--- config.mk ---
export PLATFORM = sky130hd
export DESIGN_NAME = stepper_phase_sequencer
export DESIGN_NICKNAME = d
export VERILOG_FILES = /design/src/stepper_pkg.sv /design/src/interval_timer.sv /design/src/stepper_phase_sequencer.sv
export SDC_FILE = /design/constraint.sdc
export NUM_CORES = 1
export LEC_CHECK = 0
export BUFFER_PORTS_ARGS = -buffer_cell sky130_fd_sc_hd__buf_2
export CAP_MARGIN = 0
export CORE_MARGIN = 2
export CORE_UTILIZATION = 53
export DETAILED_ROUTE_END_ITERATION = 6
export PLACE_DENSITY = 0.89
export SLEW_MARGIN = 20
export SYNTH_ARGS = -nofsm -noshare
export SYNTH_HDL_FRONTEND = slang
export SYNTH_SLANG_ARGS = --single-unit
--- constraint.sdc ---
create_clock -name ref_clk -period 4.2 [get_ports ref_clk]
set_input_delay 0.84 -clock ref_clk [delete_from_list [all_inputs] [get_ports ref_clk]]
set_output_delay 0.84 -clock ref_clk [all_outputs]
set_load 0.03 [all_outputs]
--- src/stepper_pkg.sv ---
// Shared constants, pattern tables and helpers for the stepper phase sequencer
`default_nettype none

package stepper_pkg;

  // ----------------------------------------------------------------
  // Widths and reference values
  // ----------------------------------------------------------------
  localparam int PHASE_W = 4;
  localparam int CNT_W = 16;
  localparam logic [CNT_W-1:0] ENERGISE_REF = 16'h0300;
  localparam logic [CNT_W-1:0] MIN_INTERVAL = 16'h0001;
  localparam logic [PHASE_W-1:0] PHASE_OFF = 4'h0;
  localparam logic [PHASE_W-1:0] OE_ALL = 4'hF;
  localparam logic [PHASE_W-1:0] OE_NONE = 4'h0;
  localparam logic [2:0] IDX_FIRST = 3'h0;
  localparam logic [2:0] IDX_MASK_FULL = 3'h3;
  localparam logic [2:0] IDX_MASK_HALF = 3'h7;
  localparam logic [2:0] IDX_STEP = 3'h1;

  // ----------------------------------------------------------------
  // Pattern tables, bit 3 down to bit 0
  // ----------------------------------------------------------------
  localparam logic [PHASE_W-1:0] FULL_TAB [4] = '{4'h9, 4'hA, 4'h6, 4'h5};
  localparam logic [PHASE_W-1:0] HALF_TAB [8] =
    '{4'h8, 4'hA, 4'h2, 4'h6, 4'h4, 4'h5, 4'h1, 4'h9};
  localparam logic [PHASE_W-1:0] DEAD_TAB [4] = '{4'h1, 4'h8, 4'h2, 4'h4};

  typedef enum logic [1:0] {IDLE, DEAD, ENERGISE} seqState_t;

  // ----------------------------------------------------------------
  // Helpers
  // ----------------------------------------------------------------
  function automatic logic [PHASE_W-1:0] fullPattern(input logic [1:0] i);
    return FULL_TAB[i];
  endfunction

  function automatic logic [PHASE_W-1:0] halfPattern(input logic [2:0] i);
    return HALF_TAB[i];
  endfunction

  function automatic logic [PHASE_W-1:0] deadPattern(input logic [1:0] i);
    return DEAD_TAB[i];
  endfunction

  // Next table index, wrapping at the selected sequence length
  function automatic logic [2:0] stepIndex(input logic [2:0] i, input logic ccw,
                                           input logic half);
    logic [2:0] mask;
    logic [2:0] n;
    mask = half ? IDX_MASK_HALF : IDX_MASK_FULL;
    n = ccw ? (i - IDX_STEP) : (i + IDX_STEP);
    return n & mask;
  endfunction

endpackage

`default_nettype wire
--- src/interval_timer.sv ---
// Reloadable down-counter timing each pattern's hold interval
`default_nettype none

module interval_timer
  import stepper_pkg::*;
#(
  parameter int W = CNT_W
) (
  input wire logic ref_clk, // 100 MHz clock
  input wire logic rst_b, // Async reset, active low
  input wire logic load, // Reload with a new interval
  input wire logic [W-1:0] loadVal, // Interval in cycles, zero acts as one
  output logic expire // Last cycle of the interval
);

  typedef struct packed {
    logic [W-1:0] cnt;
  } timerState_t;

  timerState_t cur_r;
  timerState_t cur_nxt;

  always_comb begin
    cur_nxt = cur_r;
    if (load) begin
      cur_nxt.cnt = (loadVal == '0) ? W'(MIN_INTERVAL) : loadVal;
    end else if (cur_r.cnt > W'(MIN_INTERVAL)) begin
      cur_nxt.cnt = cur_r.cnt - W'(MIN_INTERVAL);
    end
  end

  always_ff @(posedge ref_clk or negedge rst_b) begin
    if (!rst_b) begin
      cur_r <= '{cnt: W'(MIN_INTERVAL)};
    end else begin
      cur_r <= cur_nxt;
    end
  end

  assign expire = (cur_r.cnt == W'(MIN_INTERVAL));
endmodule

`default_nettype wire

--- src/stepper_phase_sequencer.sv ---
// Stepper winding phase sequencer: full, half and dead-time stepping
//
// Operation
// [RQ1] Full step cycles 0x09, 0x0A, 0x06, 0x05
// [RQ2] Half step cycles eight patterns, then repeats
// [RQ3] Dead-time single phase precedes each full step
// [RQ4] Dead-time interval programmable, up to step interval
// [RQ5] Each pattern held for programmable energising interval
// [RQ6] After reset all phases driven low
// [RQ7] Pattern presented on four output bits
// [RQ8] Driver energises winding on high/low inputs
// [RQ9] Standby releases outputs, pull-downs keep phases off
// [RQ10] Running wraps continuously over selected table
// [RQ11] Counterclockwise walks table in reverse
// [RQ12] Run, direction, mode sampled at step boundary
// [RQ13] Intervals counted by reloaded down-counter
`default_nettype none

module stepper_phase_sequencer
  import stepper_pkg::*;
#(
  parameter int INTERVAL_W = CNT_W
) (
  input wire logic ref_clk, // 100 MHz clock
  input wire logic rst_b, // Async reset, active low
  input wire logic runEn, // Step while high
  input wire logic dirCcw, // 1 reverse table order, 0 forward
  input wire logic halfStep, // 1 half-step table, 0 full-step
  input wire logic deadEn, // Dead-time before each full step
  input wire logic standby, // Release outputs, stop stepping
  input wire logic [INTERVAL_W-1:0] energiseLen, // Step hold in cycles
  input wire logic [INTERVAL_W-1:0] deadLen, // Dead-time hold in cycles
  output logic [PHASE_W-1:0] phaseOut, // Winding pattern, bit 3 to bit 0
  output logic [PHASE_W-1:0] phaseOe, // Drive enables, high while driven
  output logic running // Sequencer is stepping
);

  // ----------------------------------------------------------------
  // State
  // ----------------------------------------------------------------
  typedef struct packed {
    seqState_t st;
    logic [2:0] idx;
    logic ccwL;
    logic halfL;
    logic deadL;
    logic [PHASE_W-1:0] phase;
    logic [PHASE_W-1:0] oe;
    logic running;
  } seqRegs_t;

  localparam seqRegs_t SEQ_RESET = '{
    st: IDLE,
    idx: IDX_FIRST,
    ccwL: 1'b0,
    halfL: 1'b0,
    deadL: 1'b0,
    phase: PHASE_OFF,
    oe: OE_ALL,
    running: 1'b0
  };

  seqRegs_t cur_r;
  seqRegs_t cur_nxt;
  logic timerLoad;
  logic [INTERVAL_W-1:0] timerVal;
  logic expire;
  logic boundary;
  logic [2:0] nextIdx;

  // ----------------------------------------------------------------
  // Interval timer
  // ----------------------------------------------------------------
  interval_timer #(
    .W(INTERVAL_W)
  ) i_interval_timer (
    .ref_clk(ref_clk),
    .rst_b(rst_b),
    .load(timerLoad),
    .loadVal(timerVal),
    .expire(expire)
  );

  // ----------------------------------------------------------------
  // Sequencing
  // ----------------------------------------------------------------
  always_comb begin
    cur_nxt = cur_r;
    timerLoad = 1'b0;
    timerVal = energiseLen;
    boundary = (cur_r.st == IDLE) || expire;
    nextIdx = (cur_r.st == IDLE) ? IDX_FIRST : stepIndex(cur_r.idx, dirCcw, halfStep); // RQ11
    if (standby) begin
      cur_nxt.st = IDLE; // RQ9
      cur_nxt.phase = PHASE_OFF;
      cur_nxt.oe = OE_NONE; // RQ9
      cur_nxt.running = 1'b0;
    end else if (boundary && cur_r.st == DEAD) begin
      // Dead-time over: energise the full step it precedes
      cur_nxt.st = ENERGISE;
      cur_nxt.phase = fullPattern(cur_r.idx[1:0]); // RQ3
      timerLoad = 1'b1; // RQ13
      timerVal = energiseLen; // RQ5
    end else if (boundary) begin
      cur_nxt.ccwL = dirCcw; // RQ12
      cur_nxt.halfL = halfStep; // RQ12
      cur_nxt.deadL = deadEn; // RQ12
      cur_nxt.oe = OE_ALL; // RQ7
      if (!runEn) begin
        cur_nxt.st = IDLE;
        cur_nxt.phase = PHASE_OFF; // RQ6
        cur_nxt.running = 1'b0;
      end else begin
        cur_nxt.idx = nextIdx; // RQ10
        cur_nxt.running = 1'b1;
        timerLoad = 1'b1; // RQ13
        if (!halfStep && deadEn) begin
          cur_nxt.st = DEAD;
          cur_nxt.phase = deadPattern(nextIdx[1:0]); // RQ3
          timerVal = deadLen; // RQ4
        end else begin
          cur_nxt.st = ENERGISE;
          cur_nxt.phase = halfStep ? halfPattern(nextIdx) : fullPattern(nextIdx[1:0]); // RQ1 RQ2
          timerVal = energiseLen; // RQ5
        end
      end
    end
  end

  always_ff @(posedge ref_clk or negedge rst_b) begin
    if (!rst_b) begin
      cur_r <= SEQ_RESET; // RQ6
    end else begin
      cur_r <= cur_nxt;
    end
  end

  assign phaseOut = cur_r.phase; // RQ7
  assign phaseOe = cur_r.oe;
  assign running = cur_r.running;

  // ----------------------------------------------------------------
  // Checks
  // ----------------------------------------------------------------
  logic [INTERVAL_W:0] dwell_r;
  logic [INTERVAL_W-1:0] heldLen_r;

  always_ff @(posedge ref_clk or negedge rst_b) begin
    if (!rst_b) begin
      dwell_r <= '0;
      heldLen_r <= '0;
    end else if (timerLoad && !standby) begin
      dwell_r <= (INTERVAL_W+1)'(1);
      heldLen_r <= (timerVal == '0) ? INTERVAL_W'(MIN_INTERVAL) : timerVal;
    end else begin
      dwell_r <= dwell_r + (INTERVAL_W+1)'(1);
    end
  end
endmodule

`default_nettype wire

# After elaboration in Yosys (flattened, before gate mapping)
# Memories as Yosys holds them, arrays and structs flattened.
# Index checks and enable logic that the tools add are counted.
dict set report classes {
  mux 38
  eq_ne 3
  addsub 3
  bitwise 6
  n_reduce_logical 12
  n_lt_le_gt_ge 4
}
# operator n
set op_table {}
lappend op_table {{2-to-1 mux 16 bit} 8}
lappend op_table {{2-to-1 mux 4 bit} 12}
lappend op_table {{binary-select mux 4 bit (select 2 bit)} 3}
lappend op_table {{2-to-1 mux 17 bit} 1}
lappend op_table {{equality test 16 x 1 -> 1 bit, second input constant} 1}
lappend op_table {{> comparator 16 x 1 -> 1 bit, second input constant} 1}
lappend op_table {{logical NOT 16 bit} 1}
lappend op_table {{subtractor 16 x 1 -> 16 bit, second input constant} 1}
lappend op_table {{2-to-1 mux 3 bit} 4}
lappend op_table {{2-to-1 mux 9 bit} 1}
lappend op_table {{2-to-1 mux 2 bit} 4}
lappend op_table {{greater-or-equal comparator 3 bit, second input constant} 2}
lappend op_table {{NOT 2 -> 3 bit} 2}
lappend op_table {{2-to-1 mux 5 bit} 1}
lappend op_table {{greater-or-equal comparator 4 bit, second input constant} 1}
lappend op_table {{2-to-1 mux 1 bit} 4}
lappend op_table {{NOT 3 -> 4 bit} 1}
lappend op_table {{AND reduction 4 bit} 1}
lappend op_table {{nonzero test 2 bit} 2}
lappend op_table {{adder 3 x 1 -> 3 bit, second input constant} 1}
lappend op_table {{bitwise AND 3 bit} 1}
lappend op_table {{AND reduction 3 bit} 1}
lappend op_table {{nonzero test 3 bit} 1}
lappend op_table {{subtractor 3 x 1 -> 3 bit, second input constant} 1}
lappend op_table {{other kinds (8)} 10}
dict set report totals {
  regBits 33
  inputBits 39
  rom_bits 32
  elab_cells 76
  output_inout_bits 9
  memories 1
}
# name words width read_ports rd_clocked_by_memory_dff wr line
set mem_list {}
lappend mem_list {{(no name shown)} 8 4 1 0 0 stepper_pkg.sv:39} ;# return HALF_TAB[i];

# Depth between registers and ports, before layout
# Gate-level depths: netlist of the first run.
dict set report logic_depth {
  ltp_word 14
  depth_mapped 10
  mapped_depth_nobuf 9
}

# Cells and area by module
# A second synthesis of the first run with hierarchy kept.
dict set report hier_totals {
  hier_cells 253
  hier_area_um2 2294.7
}
# mod cells_per_inst seq_area_each_um2 area_each_um2 instances
set modules_own_cells {}
lappend modules_own_cells {stepper_phase_sequencer 129 276.5 1188.6 1}
lappend modules_own_cells {interval_timer 124 401.6 1106.1 1}

# Least setup slack after synthesis of the first run
# OpenSTA, ideal clock, no wires.
dict set report synth_path {
  path_type {input -> register}
  startpoint {input port dirCcw}
  endpoint {register cur_r, in the netlist phaseOut[2]}
  path_buffers 0
  required_time_ns 4.117
  arrival_time_ns 2.495
  stages 7
  setup_ns 0.083
  slack_ns 1.623
  path_cell_list {fa_1 -> o21ai_0 -> inv_1 -> ha_1 -> nor3b_1 -> or4_1 -> o22ai_1}
}
dict set report synth_via {
  elab_chain_len 13
  elab_cells_between_ends 20
  classes_between {mux: 16; bitwise: 3; memory: 1}
}
# item line
set synth_rtl {}
lappend synth_rtl {{start, declared} stepper_phase_sequencer.sv:27} ;# input wire logic dirCcw,
lappend synth_rtl {{2-to-1 mux 3 bit *} stepper_pkg.sv:52} ;# n = ccw ? (i - IDX_STEP) : (i + IDX_STEP);
lappend synth_rtl {{bitwise AND 3 bit *} stepper_pkg.sv:53} ;# return n & mask;
lappend synth_rtl {{2-to-1 mux 3 bit *} stepper_phase_sequencer.sv:92} ;# nextIdx = (cur_r.st == IDLE) ? IDX_FIRST : stepIndex(cur_r.idx, dirCcw, halfStep);
lappend synth_rtl {{net nextIdx[1]} stepper_phase_sequencer.sv:69} ;# logic [2:0] nextIdx;
lappend synth_rtl {{NOT 3 -> 4 bit (implied by the code) or NOT 2 -> 3 bit (tied branches)} {stepper_pkg.sv:39, stepper_pkg.sv:35, stepper_pkg.sv:43}}
lappend synth_rtl {{memory read (8 x 4 bit) or binary-select mux 4 bit (select 2 bit) (tied branches)} n/a}
lappend synth_rtl {{2-to-1 mux 4 bit, on equally long branches (2 in a row)} {stepper_pkg.sv:39, stepper_pkg.sv:35}}
lappend synth_rtl {{2-to-1 mux 4 bit} stepper_phase_sequencer.sv:123} ;# cur_nxt.phase = halfStep ? halfPattern(nextIdx) : fullPattern(nextIdx[1:0]);
lappend synth_rtl {{2-to-1 mux 4 bit *} stepper_phase_sequencer.sv:117} ;# if (!halfStep && deadEn) begin
lappend synth_rtl {{2-to-1 mux 4 bit *} stepper_phase_sequencer.sv:109} ;# if (!runEn) begin
lappend synth_rtl {{2-to-1 mux 17 bit *} stepper_phase_sequencer.sv:104} ;# end else if (boundary) begin
lappend synth_rtl {{2-to-1 mux 4 bit *} stepper_phase_sequencer.sv:98} ;# end else if (boundary && cur_r.st == DEAD) begin
lappend synth_rtl {{2-to-1 mux 9 bit *} stepper_phase_sequencer.sv:93} ;# if (standby) begin
lappend synth_rtl {{end signal, assigned} stepper_phase_sequencer.sv:134} ;# cur_r <= cur_nxt;
lappend synth_rtl {{end, declared} stepper_phase_sequencer.sv:63} ;# seqRegs_t cur_r;
# The timed path passes the listed nets; every way through them passes the cells marked *. The select of a mux whose other input is x is not followed.
# A chain may end at the register's enable or synchronous reset.

# Worst setup path in the final report of the first run
dict set report layout_path {
  startpoint {register i_interval_timer.cur_r[0] (netlist bit)}
  endpoint {register i_interval_timer.cur_r[0] (netlist bit)}
}
dict set report layout_via {
  elab_chain_len 8
  elab_cells_between_ends 16
  classes_between {add/sub: 1; order compare: 1; eq/ne: 1; mux: 9; reduce/logical: 4}
}
# item line
set layout_rtl {}
lappend layout_rtl {{start, declared} interval_timer.sv:20} ;# timerState_t cur_r;
lappend layout_rtl {{start signal, assigned} interval_timer.sv:34} ;# cur_r <= '{cnt: W'(MIN_INTERVAL)};
lappend layout_rtl {{start signal, assigned} interval_timer.sv:36} ;# cur_r <= cur_nxt;
lappend layout_rtl {{equality test 16 x 1 -> 1 bit} interval_timer.sv:40} ;# assign expire = (cur_r.cnt == W'(MIN_INTERVAL));
lappend layout_rtl {{logical OR 1 bit} stepper_phase_sequencer.sv:91} ;# boundary = (cur_r.st == IDLE) || expire;
lappend layout_rtl {{2-to-1 mux 16 bit or logical AND 1 bit (tied branches)} {stepper_phase_sequencer.sv:104, stepper_phase_sequencer.sv:98}}
lappend layout_rtl {{2-to-1 mux 16 bit} stepper_phase_sequencer.sv:98}
lappend layout_rtl {{2-to-1 mux 16 bit} stepper_phase_sequencer.sv:93}
lappend layout_rtl {{logical NOT 16 bit} n/a}
lappend layout_rtl {{2-to-1 mux 16 bit} n/a}
lappend layout_rtl {{2-to-1 mux 16 bit} interval_timer.sv:25} ;# if (load) begin
# Several ways; a longest one is shown, not always the timed one. The select of a mux whose other input is x is not followed.

==> flow_summary.ini, run 1 <==
[grt]
grt_pass1_wl_um = 7780
grt_usage_pct = 22.9
grt_pass1_vias = 1729
antenna_found_initial = 0
gr-total-overflow = 0
grt_max_degree = 29

[worst_setup_path]
critPathArrivalTime_ns = 3.07
cp_max_fo = 16
path_cells = ha_1 -> nor4b_2 -> nand4_2 -> mux2_4 -> or3_1 -> mux2_4 -> a21oi_2
required_ns = 4.41
critPathKind = reg2reg
crit_buf_inv = 0
slowest_delay_ns = 0.70
end_kind = flip-flop
critPathMostFrequentCell = mux2_4
critical_path.startpoint = i_interval_timer.cur_r[0]
crit_family = simple AND/OR/NAND/NOR gates
critPathLaunchType = flip-flop
cp_slowest_cell = or3_1
r2r_start = i_interval_timer.cur_r[0]

[drt]
viasPerCell = 5.82
detail-route-antenna-nets = 0
first_pass_iters = 4
drc = 0
via_count = 1775
drt-initial-drc-count = 135
wl_per_cell_um = 14.6
finalWirelength_um = 4440

[cts]
cts_hold_buf = 0
cts_max_level = 1
postCtsSetupBuffers = 0
clock_path_buffers = 2
numCtsBuffers = 3
cts_tree = done
path_clk_slew_ns = 0.09
ctsResizeCount = 0
root_buffer = clkbuf_8
cts_sinks = 27
clock_latency_ns = 0.27

[pwr]
peakVddDrop_uv = 172
total_power_uw = 924
p_clk_share_pct = 15.8
switchingPower_uw = 364
power_switching_share_pct = 39.4
intPower_uw = 560
power_frac_comb_pct = 37.7
power_density_nw_per_um2 = 402
p_leak_nw = 1.09
seqPwrFrac_pct = 46.5

[die]
initial_core_util_pct = 55.7
dieWidth_um = 66.5
rows = 22
io_pins = 48
die_y_um = 66.5
dieArea_um2 = 4420
design.core.area_um2 = 3720

[placed_design]
dp_hpwl_um = 3560
dp.cells = 301
port_buffers = 47
dp_worst_setup_slack_ns = 1.34
place_congestion = 0.944

[synth]
ys_types = 49
synth-edff-count = 0
syn_avg_cell_area_um2 = 9.32
async_reset_ff_share_pct = 100
ys.flop_type = dfrtp_1
synthesis.instances = 222
syn_nets = 269
yosysSeqAreaShare_pct = 32.8
yosysWarnings = 0
ys_ff_latch = 27
syn-cell-area_um2 = 2070

[timing]
final-setup-viol-count = 0
grt_setup_unrepaired = no
worstMarginPinSlew_ns = 0.820
fin_skew_ns = 0.00445
fin_crit_sh_pct = 67.9
timing_hold_violations_final = 0
maxSlewHeadroom_pct = 44.8
fin_ws_ns = 1.35
fin_crit_ns = 2.85
fmax_mhz = 351
hold_ws_ns = 0.485
timing.setup.tns_ns = 0
final_max_slew_viol_count = 0

[layout]
n_antenna_cell = 0
area_growth_syn_to_layout_pct = 11.1
drive_above_1_share_pct = 25.7
fin_nets = 305
fillers = 330
fin_cells = 305

[flow_run]
max_cap_violations = 0

[min_path]
hold_path.class = reg2reg
hold_path_startpoint = phaseOe[2]

[run_status]
outcome = complete, no violations
worst min-delay path, delay by kind of cell (launching register included):
family | cells | cell delay, ns
AO/OA/AOI/OAI | 1 | 0.05
buffers and inverters | 1 | 0.05
flip-flops | 1 | 0.39
cell type report:
cell class	count	area, um2	share of cell area [%]
Timing Repair Buffer	48	243	10.6
Sequential cell	27	678	29.5
Inverter	9	33.8	1.47
Clock buffer	4	45.0	1.96
Multi-Input combinational cell	169	1240	53.9
Tap cell	48	60.1	2.61
Yosys cell counts, drive strengths merged, types with 2 or more instances:
master	n	area [um2]
a21oi	28	144
dfrtp	25	626
mux2i	20	200
nand2	13	48.8
buf	12	98.8
nor2	12	45.0
nor4	11	96.3
inv	9	33.8
xor2	9	78.8
nor3	8	45.0
ha	7	87.6
o21ai	7	35.0
xnor2	7	61.3
clkbuf	5	18.8
mux2	4	52.6
nand3	4	20.0
or4	4	30.0
nand4	3	25.0
nor2b	3	18.8
o22ai	3	32.5
or3	3	18.8
a211oi	2	15.0
a31oi	2	12.5
a41oi	2	17.5
dfstp	2	52.6
nand2b	2	12.5
nor3b	2	15.0
logic make-up (layout without fill, tap and decap cells):
family / Yosys count / in the layout / synth area share (%)
compound gates: 51 / 51 / 15.3
xor+xnor: 16 / 16 / 6.78
fa+ha+maj: 8 / 8 / 5.20
buf+inv: 26 / 61 / 7.32
flops: 27 / 27 / 32.8
mux: 24 / 24 / 12.2
simple gates: 70 / 70 / 20.4
cells in the final DEF (no fill, tap or decap), types with 3 or more instances in the layout:
master and count:
inv_1 9, nor3_1 7, nor2_1 12, mux2i_1 20, nor4_1 8, o21ai_0 7
nand2_1 13, or4_1 4, buf_2 47, ha_1 7, xnor2_1 7, or3_1 3
xor2_1 9, nor2b_1 3, clkbuf_8 3, a21oi_1 27, nand3_1 4, dfrtp_1 25
path summary, 6_finish.rpt:
kind	end	cells after the start	slack, ns
worst min-delay path	phaseOe[2]	2	0.49
worst min register to register	phaseOe[2]	2	0.49
min in group asynchronous	phaseOut[1]	1	0.57
worst max-delay path	i_interval_timer.cur_r[0]	7	1.35
max in group asynchronous	i_interval_timer.cur_r[6]	1	3.23
worst max register to register	i_interval_timer.cur_r[0]	7	1.35
metal layers:
| layer | track usage [%] | vias up | wire length, um |
|---|---|---|---|
| met4 | 6.12 | 0 | 59 |
| met5 | 0 | - | 0 |
| met1 | 29.1 | 818 | 1920 |
| li1 | - | 876 | - |
| met3 | 2.87 | 7 | 250 |
| met2 | 40.9 | 74 | 2220 |
power groups by stage:
stage	clock network, mW	registers (mW)	logic (mW)
detailed placement	0	0.432	0.347
global placement	0	0.429	0.337
floorplan	0	0.414	0.281
finish	0.146	0.429	0.348
CTS	0.150	0.429	0.348
global route	0.165	0.442	0.396
flip-flops by register name, summed over array words and instances, names as in the netlist:
register	flops
cur_r	5
i_interval_timer.cur_r	16
phaseOe	1
phaseOut	4
running	1
through the flow:
| step | util, % | instance area [um2] |
|---|---|---|
| global placement | 60.6 | 2250 |
| detailed placement | 60.6 | 2250 |
| floorplan | - | 2070 |
| global route | 61.9 | 2300 |
| finish | 61.9 | 2300 |
| CTS | 61.9 | 2300 |
(Power assumes the default switching activity.)
==> run 2, diff against run 1 <==
clock period = 3 ns   (was 4.2 ns; I/O delays follow)
==> flow_summary.ini, run 2 (synthesized netlist as in run 1, its figures left out) <==
[run_status]
outcome = complete, no violations

[flow_run]
max_cap_violations = 0

[layout]
fin_area_um2 = 2320
fin_cells = 308
layout_common_cells = 47 x buf_2, 27 x a21oi_1, 25 x dfrtp_1
final_common_cell = buf_2
largest_reg_flops = 16
top_register = i_interval_timer.cur_r
n_antenna_cell = 0
area_growth_syn_to_layout_pct = 12.2
drive_above_1_share_pct = 26.5
fin_nets = 308

[pwr]
power_density_nw_per_um2 = 566
total_power_mw = 1.31
p_leak_nw = 1.10
seqPwrFrac_pct = 45.9
power_frac_comb_pct = 38.1
switchingPower_uw = 528
power_switching_share_pct = 40.2
intPower_uw = 787
peakVddDrop_uv = 259
p_clk_share_pct = 15.9

[worst_setup_path]
critPathLaunchType = flip-flop
r2r_end = i_interval_timer.cur_r[0]
required_ns = 3.22
critPathArrivalTime_ns = 2.87
critPathMostFrequentCell = mux2_4
slowest_delay_ns = 0.57
path_cells = ha_1 -> nor4b_2 -> nand4_2 -> mux2_4 -> or3_1 -> buf_4 -> mux2_4 -> a21oi_2
critPathKind = reg2reg
cp_slowest_cell = dfstp_2
end_kind = flip-flop
regToRegSetupSlack_ns = 0.35
cp_max_fo = 16
reg2regPathDepth = 8
r2r_start = i_interval_timer.cur_r[0]

[grt]
grt_usage_pct = 22.9
antenna_found_initial = 0
grt_pass1_vias = 1730
grt_max_degree = 29
gr-total-overflow = 0
grt_pass1_wl_um = 7750

[timing]
fin_crit_ns = 2.65
grt_setup_unrepaired = no
final-setup-viol-count = 0
fin_ws_ns = 0.350
maxSlewHeadroom_pct = 55.4
timing_hold_violations_final = 0
worstMarginPinSlew_ns = 0.662
timing.setup.tns_ns = 0
fin_crit_sh_pct = 88.3
final_max_slew_viol_count = 0
fmax_mhz = 377
fin_skew_ns = 0.00381

[drt]
drt-initial-drc-count = 202
drc = 0
via_count = 1786
viasPerCell = 5.80
detail-route-antenna-nets = 0
first_pass_iters = 4
wl_per_cell_um = 14.6
finalWirelength_um = 4510

[cts]
cts_tree = done
cts_hold_buf = 0
clock_latency_ns = 0.28
postCtsSetupBuffers = 0
cts_max_level = 1
clock_path_buffers = 2
cts_sinks = 27
ctsResizeCount = 0
root_buffer = clkbuf_8
numCtsBuffers = 3
path_clk_slew_ns = 0.09

[die]
rows = 22
initial_core_util_pct = 55.7
dieArea_um2 = 4420
dieWidth_um = 66.5
design.core.area_um2 = 3720
die_y_um = 66.5
io_pins = 48

[placed_design]
dpl-instance-area_um2 = 2280
dp.cells = 304
place_congestion = 0.930
dp_hpwl_um = 3570
dp_worst_setup_slack_ns = 0.372
port_buffers = 47

[min_path]
hold_path.class = in2async
## run 2: through the flow
step           hold WS (ns)  utilization [%]
2_1_floorplan         0.304                -
3_3_place_gp          0.482             61.2
3_5_place_dp          0.484             61.2
4_1_cts               0.335             62.5
5_1_grt               0.367             62.5
6_report              0.316             62.5
## run 2: layout make-up
cell class,instances,area [um2]
clock buffers,4,45.0
well taps,48,60.1
multi-input cells,169,1240
fillers,306,1400
repair buffers,51,265
inverters,9,33.8
flip-flops and latches,27,678
## run 2: critical path, delay by kind of cell, from the launching register on
family | cells | cell delay [ns]
compound gates | 1 | 0.13
fa+ha+maj | 1 | 0.22
buf+inv | 1 | 0.23
flops | 1 | 0.57
mux | 2 | 0.65
simple gates | 3 | 0.78
## run 2: worst max-delay path by stage
stage,slack [ns],cells after the start,startpoint,endpoint
after floorplan,0.61,8,i_interval_timer.cur_r[0],i_interval_timer.cur_r[0]
after global placement,0.45,8,dirCcw,phaseOut[2]
after detailed placement,0.37,8,dirCcw,phaseOut[2]
after CTS,0.35,8,i_interval_timer.cur_r[0],i_interval_timer.cur_r[0]
after global routing,0.22,8,i_interval_timer.cur_r[0],i_interval_timer.cur_r[0]
final,0.35,8,i_interval_timer.cur_r[0],i_interval_timer.cur_r[0]
## run 2: power by group through the flow
stage | combinational (mW) | clock (mW) | sequential (mW)
after CTS | 0.502 | 0.213 | 0.604
final | 0.501 | 0.210 | 0.604
after floorplan | 0.393 | 0 | 0.579
after global placement | 0.472 | 0 | 0.600
after detailed placement | 0.499 | 0 | 0.607
after global routing | 0.565 | 0.228 | 0.623
## run 2: layer usage
layer | wire length, um | GRT usage (%) | share of wire [%]
met2 | 2300 | 43.0 | 51
met5 | 0 | 0 | 0
met1 | 1850 | 27.0 | 41
met3 | 285 | 2.03 | 6.3
met4 | 74 | 7.91 | 1.6
